--- config.mk ---
export PLATFORM = sky130hd
export DESIGN_NAME = spls_seq
export DESIGN_NICKNAME = d
export VERILOG_FILES = /design/src/hw/spls_pkg.sv /design/src/hw/spls_range_dec.sv /design/src/hw/spls_seq.sv
export VERILOG_INCLUDE_DIRS = /design/src /design/src/hw
export SDC_FILE = /design/constraint.sdc
export NUM_CORES = 1
export LEC_CHECK = 0
export ABC_AREA = 1
export BUFFER_PORTS_ARGS = -buffer_cell sky130_fd_sc_hd__buf_2
export CORE_UTILIZATION = 42
export CTS_CLUSTER_SIZE = 8
export DETAILED_ROUTE_END_ITERATION = 8
export PLACE_DENSITY = 0.65
export SETUP_SLACK_MARGIN = 0.02
export SLEW_MARGIN = 10
export SYNTH_ARGS = -nofsm -noshare
export SYNTH_HDL_FRONTEND = slang
export SYNTH_HIERARCHICAL = 1
export SYNTH_SLANG_ARGS = --single-unit
--- constraint.sdc ---
create_clock -name clk -period 3.2 [get_ports clk]
set_input_delay 0.32 -clock clk [delete_from_list [all_inputs] [get_ports clk]]
set_output_delay 0.32 -clock clk [all_outputs]
set_load 0.005 [all_outputs]
--- src/hw/spls_cfg.svh ---
// Purpose: constants for the serializer power-down and lock sequencer
// Assumes: counts are in parallel clock cycles
// Notes:   included by bare name
`ifndef SPLS_CFG_SVH
`define SPLS_CFG_SVH
`define SPLS_LOCK_CYCLES  32'h4001
`define SPLS_RNG_3_5      2'h0
`define SPLS_RNG_5_10     2'h1
`define SPLS_RNG_10_20    2'h2
`define SPLS_RNG_20_35    2'h3
`define SPLS_BIT_RATIO    8'h14
// range limits in MHz, low and high
`define SPLS_MHZ_3        8'h03
`define SPLS_MHZ_5        8'h05
`define SPLS_MHZ_10       8'h0a
`define SPLS_MHZ_20       8'h14
`define SPLS_MHZ_35       8'h23
`endif

--- src/hw/spls_pkg.sv ---
// Purpose: types for the serializer power-down and lock sequencer
// Assumes: nothing beyond the cfg header
// Notes:   no imports are used anywhere
package spls_pkg;
    // sequencer states
    typedef enum logic [1:0] {
        SPLS_OFF  = 2'h0,
        SPLS_LOCK = 2'h1,
        SPLS_RUN  = 2'h2
    } spls_state_t;
    // decoded range facts
    typedef struct packed {
        logic [7:0] min_mhz;
        logic [7:0] max_mhz;
        logic [7:0] bit_ratio;
    } spls_range_t;
    // output driver controls
    typedef struct packed {
        logic term_on;
        logic drive_en;
        logic pll_run;
    } spls_drv_t;
endpackage

--- src/hw/spls_range_dec.sv ---
// Purpose: decodes the two-bit clock range select
// Assumes: select is static in operation
// Notes:   purely combinational
`timescale 1ns/10ps
`include "spls_cfg.svh"
module spls_range_dec (
    // select in
    input  wire logic [1:0]          sel,
    // decoded range
    output spls_pkg::spls_range_t    range
);
    // table lookup, every code legal
    always_comb begin
        range.bit_ratio = `SPLS_BIT_RATIO;
        unique case (sel)
            `SPLS_RNG_3_5: begin
                range.min_mhz = `SPLS_MHZ_3;
                range.max_mhz = `SPLS_MHZ_5;
            end
            `SPLS_RNG_5_10: begin
                range.min_mhz = `SPLS_MHZ_5;
                range.max_mhz = `SPLS_MHZ_10;
            end
            `SPLS_RNG_10_20: begin
                range.min_mhz = `SPLS_MHZ_10;
                range.max_mhz = `SPLS_MHZ_20;
            end
            `SPLS_RNG_20_35: begin
                range.min_mhz = `SPLS_MHZ_20;
                range.max_mhz = `SPLS_MHZ_35;
            end
        endcase
    end
endmodule

--- src/hw/spls_seq.sv ---
// Purpose: power-down and lock sequencing of a serial video driver
// Assumes: clk stands for the parallel input clock
// Notes:   inputs synchronous to clk
`timescale 1ns/10ps
`include "spls_cfg.svh"
module spls_seq #(
    parameter int unsigned LOCK_CYCLES = `SPLS_LOCK_CYCLES
) (
    // clock and reset
    input  wire logic                 clk,
    input  wire logic                 rst,
    // control pins
    input  wire logic                 power_down_n,
    input  wire logic                 input_buffer_supply,
    input  wire logic                 freq_range_select_hi,
    input  wire logic                 freq_range_select_lo,
    // driver controls
    output spls_pkg::spls_drv_t       drv,
    output logic                      locked,
    output logic                      inputs_enabled,
    // decoded range
    output spls_pkg::spls_range_t     range
);
    localparam int CW = $clog2(LOCK_CYCLES + 1); // counter width, holds the full count
    localparam int AW = CW + 1;                  // checker age width, room past the count

    spls_pkg::spls_state_t  state_r;      // sequencer state
    spls_pkg::spls_state_t  state_nxt;
    logic [CW-1:0]          cnt_r;        // lock counter
    logic [CW-1:0]          cnt_nxt;
    spls_pkg::spls_drv_t    drv_r;        // registered driver controls
    spls_pkg::spls_drv_t    drv_nxt;
    logic                   inen_r;       // inputs enabled flag
    logic                   inen_nxt;
    spls_pkg::spls_range_t  range_r;      // registered range
    spls_pkg::spls_range_t  range_dec;    // decoder output
    logic                   pd_int;       // internal power-down
    logic [AW-1:0]          age_r;        // edges since release, checks only
    logic [AW-1:0]          age_nxt;

    // range table
    spls_range_dec u_dec (
        .sel   ({freq_range_select_hi, freq_range_select_lo}),
        .range (range_dec)
    );

    // supply loss overrides the pin
    assign pd_int = !power_down_n || !input_buffer_supply;

    // next state and counter
    always_comb begin
        state_nxt = state_r;
        cnt_nxt   = cnt_r;
        drv_nxt   = '0;
        inen_nxt  = input_buffer_supply;
        if (pd_int) begin
            // driver controls all off, count cleared; inputs follow the supply only
            state_nxt = spls_pkg::SPLS_OFF;
            cnt_nxt   = '0;
        end else begin
            unique case (state_r)
                spls_pkg::SPLS_OFF: begin
                    state_nxt = spls_pkg::SPLS_LOCK;
                    cnt_nxt   = CW'(1);
                    drv_nxt   = '{term_on: 1'b1, drive_en: 1'b0, pll_run: 1'b1};
                end
                spls_pkg::SPLS_LOCK: begin
                    // termination in, driver held off
                    drv_nxt = '{term_on: 1'b1, drive_en: 1'b0, pll_run: 1'b1};
                    if (cnt_r == CW'(LOCK_CYCLES)) begin
                        state_nxt = spls_pkg::SPLS_RUN;
                        drv_nxt.drive_en = 1'b1;
                    end else begin
                        cnt_nxt = cnt_r + CW'(1);
                    end
                end
                spls_pkg::SPLS_RUN: begin
                    drv_nxt = '{term_on: 1'b1, drive_en: 1'b1, pll_run: 1'b1};
                end
                default: begin
                    // illegal code recovers to off
                    state_nxt = spls_pkg::SPLS_OFF;
                    cnt_nxt   = '0;
                end
            endcase
        end
    end

    // register everything
    always_ff @(posedge clk or posedge rst) begin
        if (rst) begin
            state_r <= spls_pkg::SPLS_OFF;
            cnt_r   <= '0;
            drv_r   <= '0;
            inen_r  <= 1'b0;
            range_r <= '0;
        end else begin
            state_r <= state_nxt;
            cnt_r   <= cnt_nxt;
            drv_r   <= drv_nxt;
            inen_r  <= inen_nxt;
            range_r <= range_dec;
        end
    end

    // independent edge count since release, read only by the checks below;
    // it saturates so a long run cannot wrap it back onto the lock figure
    always_comb begin
        age_nxt = age_r;
        if (pd_int) begin
            // power-down restarts the measurement
            age_nxt = '0;
        end else if (age_r != '1) begin
            age_nxt = age_r + AW'(1);
        end
    end

    // register the age count
    always_ff @(posedge clk or posedge rst) begin
        if (rst) begin
            age_r <= '0;
        end else begin
            age_r <= age_nxt;
        end
    end

    // outputs straight from the registers
    assign drv            = drv_r;
    assign locked         = drv_r.drive_en;
    assign inputs_enabled = inen_r;
    assign range          = range_r;
endmodule

Word-level counts from Yosys, hierarchy flattened. Cells that the tools add are included.

Register bits after elaboration: 38. Latch bits: 0. RAM bits: 0. ROM bits: 0. Bits of input ports: 6. Output and inout port bits: 29. Logic and storage cells: 36. Memories kept: 0.

Add/subtract/negate cells: 1. $mul: 0. Div/mod/pow operators: 0. $lt $le $gt $ge: 0. Equality and inequality tests: 9. Shifts and indexed selects: 0. Mux-type cells: 10. Bitwise operators: 0. Reductions and logical operators: 7.

Operator list (count): one-hot mux 16 bit (4 select lines) (1); one-hot mux 15 bit (3 select lines) (1); 2-to-1 mux 15 bit (2); adder 15 x 1 -> 15 bit, second input constant (1); equality test 15 bit, second input constant (1); one-hot mux 3 bit (3 select lines) (1); equality test 2 bit, second input constant (3); inequality test 3 bit, second input constant (2); one-hot mux 2 bit (3 select lines) (1); equality test 2 x 1 -> 1 bit, second input constant (2); logical NOT 2 bit (2); 2-to-1 mux 2 bit (2); AND reduction 2 bit (2); 2-to-1 mux 3 bit (1); logical NOT 1 bit (2); inequality test 2 bit, second input constant (1); logical OR 1 bit (1); 2-to-1 mux 1 bit (1).

Longest topological paths before layout.
Word-level depth: 4. Depth in mapped cells: 11. Depth with buffers taken out: 11.

Hierarchy. The synthesis kept the hierarchy.

By module, submodules not included: spls_seq (times used 1, cells an instance 193, area an instance 1849.3 µm², sequential area each 1101.1 µm²); spls_range_dec (times used 1, cells an instance 33, area an instance 222.7 µm², sequential area each 0.0 µm²).

Least setup slack after synthesis. Ideal clock, no wire load.

Path type: reg2reg. Start point: reg cnt_r[0]. End point: reg cnt_r[2]. Arrival: 1.206 ns. Data required time: 3.082 ns. Path slack: 1.876 ns. Cell stages (with the launch flop): 11. Buffers on the path: 1. Cells stage by stage: dfrtp_1 -> ha_1 -> nand2_1 -> inv_1 -> nand2_1 -> nor2_2 -> nand3_2 -> nand2_4 -> buf_12 -> nand2_1 -> o21ai_2.

Cells in the longest elaborated chain, start to end: 4. Elaborated cells between the ends (all ways): 7.

RTL lines: from (decl) (line spls_seq.sv:29) `logic [CW-1:0] cnt_r;`; from (signal assigned) (line spls_seq.sv:99) `cnt_r <= cnt_nxt;`; adder 15 x 1 -> 15 bit (line spls_seq.sv:74) `cnt_nxt = cnt_r + CW'(1);`; 2-to-1 mux 15 bit (line spls_seq.sv:70) `if (cnt_r == CW'(LOCK_CYCLES)) begin`; one-hot mux 15 bit (3 select lines) (line spls_seq.sv:61) `unique case (state_r)`; 2-to-1 mux 15 bit (line spls_seq.sv:56) `if (pd_int) begin`.

Parallel ways exist; a longest one is shown, timed or not. The select of a mux whose other input is x is not followed. A chain may end at the register's enable or synchronous reset.

Worst setup path after layout.
Start point: reg cnt_r[0]. End point: reg cnt_r[14].

The elaborated chain is that of the path after synthesis.

==> impl_metrics.ini <==
[clock_tree]
clk-insertion-delay-late_ns = 0.29
clock_buffer_depth = 2
cts_root_buf = clkbuf_8
number_of_gates_given_a_new_drive_strength_after_cts = 0
clock-sinks = 44
hold_buffers = 0
cts_setup_buffers = 0
clk_pin_slew_worst_paths_ns = 0.08
cts_made_buffers = 5
clock_tree_from_tritoncts = yes
htreeDepth = 2

[critical_path]
arrival_ns = 1.75
critical_path_depth = 9
r2r_setup_slack_ns = 1.67
critPathLaunchType = flip-flop
worst-path-buf-inv = 1
r2r_cells = 9
slowest_stage = dfrtp_1
worstSetupEndpointType = flip-flop
timing.critical_path.from = cnt_r[0]$_DFFE_PP0P_
worst-path-max-fanout = 8
worst_setup_path_class = flip-flop to flip-flop
critical_r2r_launch = cnt_r[0]$_DFFE_PP0P_
worstPathCellList = ha_1, nand2_2, nor2_4, nand3_2, nor2_2, nand3_1, nand2_1, inv_1, nor2_1
timing.rr.end = cnt_r[14]$_DFFE_PP0P_
worst_ep_required_time_ns = 3.42
highest_cell_delay_on_the_worst_timing_path_ns = 0.42
timing.critical_path.max_delay_family = simple AND/OR/NAND/NOR gates
critPathCapture = cnt_r[14]$_DFFE_PP0P_

[power_and_ir_drop]
reported_net_switching_power_mw = 0.2226
total_leakage_power_nw = 1.151
power.sequential.fraction_pct = 58.5
cellInternalPower_mw = 0.7727
comb_power_share_pct = 6.0
ir_worst_vdd_uv = 255.3
total_power_mw = 0.9953
power_per_cell_area_nw_per_um2 = 434.5
p_sw_share_pct = 22.37
clkPwrFrac_pct = 35.4

[synthesis]
synth.area.mux_share_pct = 0
yosysUniqueCellTypes = 25
combinational_family_with_the_most_area_after_synthesis = simple AND/OR/NAND/NOR gates
yosysTopAreaCellShare_pct = 53.14
post_synth_fa_ha_maj_area_fraction_pct = 3.623
ys_seq_elements = 44
avgSynthCellArea_um2 = 9.168
ys.warnings.count = 6
synth.area.top_cells = dfrtp_1, nand2_1, buf_4
synthDominantAreaCellType = dfrtp_1
netlist_area_um2 = 2072
synth_xor_xnor_area_share_pct = 0.4227
syn-instance-count = 226
synth-simple-area-share_pct = 24.46
synth.yosys.seq_area_share_pct = 53.14
synth_compound_area_share_pct = 5.072

[die]
die_w_um = 72.24
num_rows = 25
dieArea_um2 = 5218
die-height_um = 72.24
num_io_pins = 35
total_core_area_um2 = 4723
initial_core_util_pct = 43.87

[finish]
antenna_cells_inserted = 0
final_layout_size_suffix_gt1_share_pct = 21.32
layout.cells.most_common = nand2_1
area_growth_pct = 10.57
most-common-layout-cells = nand2_1, dfrtp_1, buf_2
nets = 269

[place]
port-buffer-count = 34
gp_congestion = 0.8410
dp_hpwl_um = 2549

[global_route]
global_route.overflow_total = 0
grt_pass1_vias = 1347
grt-busiest-layer = met2
grt_start_max_net_pins = 29
grt_pass1_wl_um = 6009
grt_util_all_layers_pct = 15.02
gr-usage-met2_pct = 23.26
met1_usage_pct = 19.22
met3_usage_pct = 5.000
antenna_found_initial = 0

[sta]
hold_violations = 0
final_max_slew_viol_count = 0
total_of_endpoints_with_negative_setup_slack_in_the_final_report = 0
worst-slew-pin-transition_ns = 0.9821
period_share_pct = 47.89
fmaxAchievable_ghz = 0.6526
grt_setup_unrepaired = false
finalCriticalPeriod_ns = 1.532
post_route_setup_tns_ns = 0
max_slew_margin_pct = 34.12
worst_clk_skew_ns = 0.008640

[drt]
avgViaCountPerCell = 4.514
postRouteAntennaNets = 0
number_of_vias_after_detailed_routing = 1467
drcViolationCount = 0
drtPass1Iterations = 4
wl_per_instance_um = 10.71
wl_um = 3480
drt_iter0_drc = 53

[run]
max_cap_violations = 0

[hold_path]
hp-class = input pin to asynchronous set/reset pin

[run_status]
run_status = finished clean
stage by stage:
stage	instances	util [%]	hold slack, ns	worst slack (ns)	cell area (um2)
global placement	317	46.52	0.4409	1.584	2197
finish	325	48.50	0.1232	1.668	2291
global route	325	48.50	0.1332	1.547	2291
CTS	325	48.50	0.1290	1.663	2291
detailed placement	317	46.52	0.4444	1.569	2197
floorplan	237	-	0.3514	1.849	2113
power groups by stage:
stage,clock [mW],sequential [mW],combinational [mW]
floorplan,0,0.597,0.0441
global placement,0,0.594,0.0610
detailed placement,0,0.594,0.0617
CTS,0.374,0.583,0.0620
global route,0.391,0.585,0.0702
finish,0.353,0.583,0.0600
registers in the layout, indices dropped and copies added, names as in the netlist:
| register | flops |
|---|---|
| drv | 1 |
| cnt_r | 15 |
| inputs_enabled | 1 |
| locked | 1 |
| state_r | 2 |
| range | 24 |
per-layer routing:
| metal | wire length [um] | vias to the layer above | share of wire [%] |
|---|---|---|---|
| met5 | 0 | - | 0 |
| met4 | 45 | 0 | 1.3 |
| met3 | 229 | 4 | 6.6 |
| met2 | 1635 | 38 | 47 |
| met1 | 1570 | 681 | 45 |
| li1 | - | 744 | - |
Yosys cell counts, drive strengths merged:
library cell  count
buf              21
or2               2
nor2             21
ha                6
inv              24
nand3            19
a21oi             4
nor3              2
o21bai            1
clkbuf            1
dfrtp            44
nand2            54
nand4             8
conb              2
xor2              1
o21ai            14
nand3b            2
area by class of cell:
class                   instances  area (um2)
fillers                       472        2432
flip-flops and latches         44        1101
multi-input cells             147       744.5
repair buffers                 35       177.7
inverters                      24       90.09
clock buffers                   7       86.33
well taps                      67       83.83
clock inverters                 1       7.507
worst reg2reg max path, stage by stage (launching register included):
cell and delay (ns):
dfrtp_1 0.42, ha_1 0.22, nand2_2 0.09, nor2_4 0.20, nand3_2 0.12, nor2_2 0.14, nand3_1 0.09, nand2_1 0.06
inv_1 0.03, nor2_1 0.09
kinds of logic after synthesis:
kind of cell    count (synthesis)
buf+inv                        46
flops                          44
simple gates                  108
other cells                     2
fa+ha+maj                       6
xor+xnor                        1
compound gates                 19
worst min path at each step:
stage,from,to,cells after the start
floorplan,input_buffer_supply,inputs_enabled$_DFF_PP0_,0
global placement,input_buffer_supply,inputs_enabled$_DFF_PP0_,1
detailed placement,input_buffer_supply,inputs_enabled$_DFF_PP0_,1
CTS,input_buffer_supply,inputs_enabled$_DFF_PP0_,1
global route,input_buffer_supply,inputs_enabled$_DFF_PP0_,1
finish,rst,inputs_enabled$_DFF_PP0_,2
No activity file was read; power rests on OpenSTA's default activity.
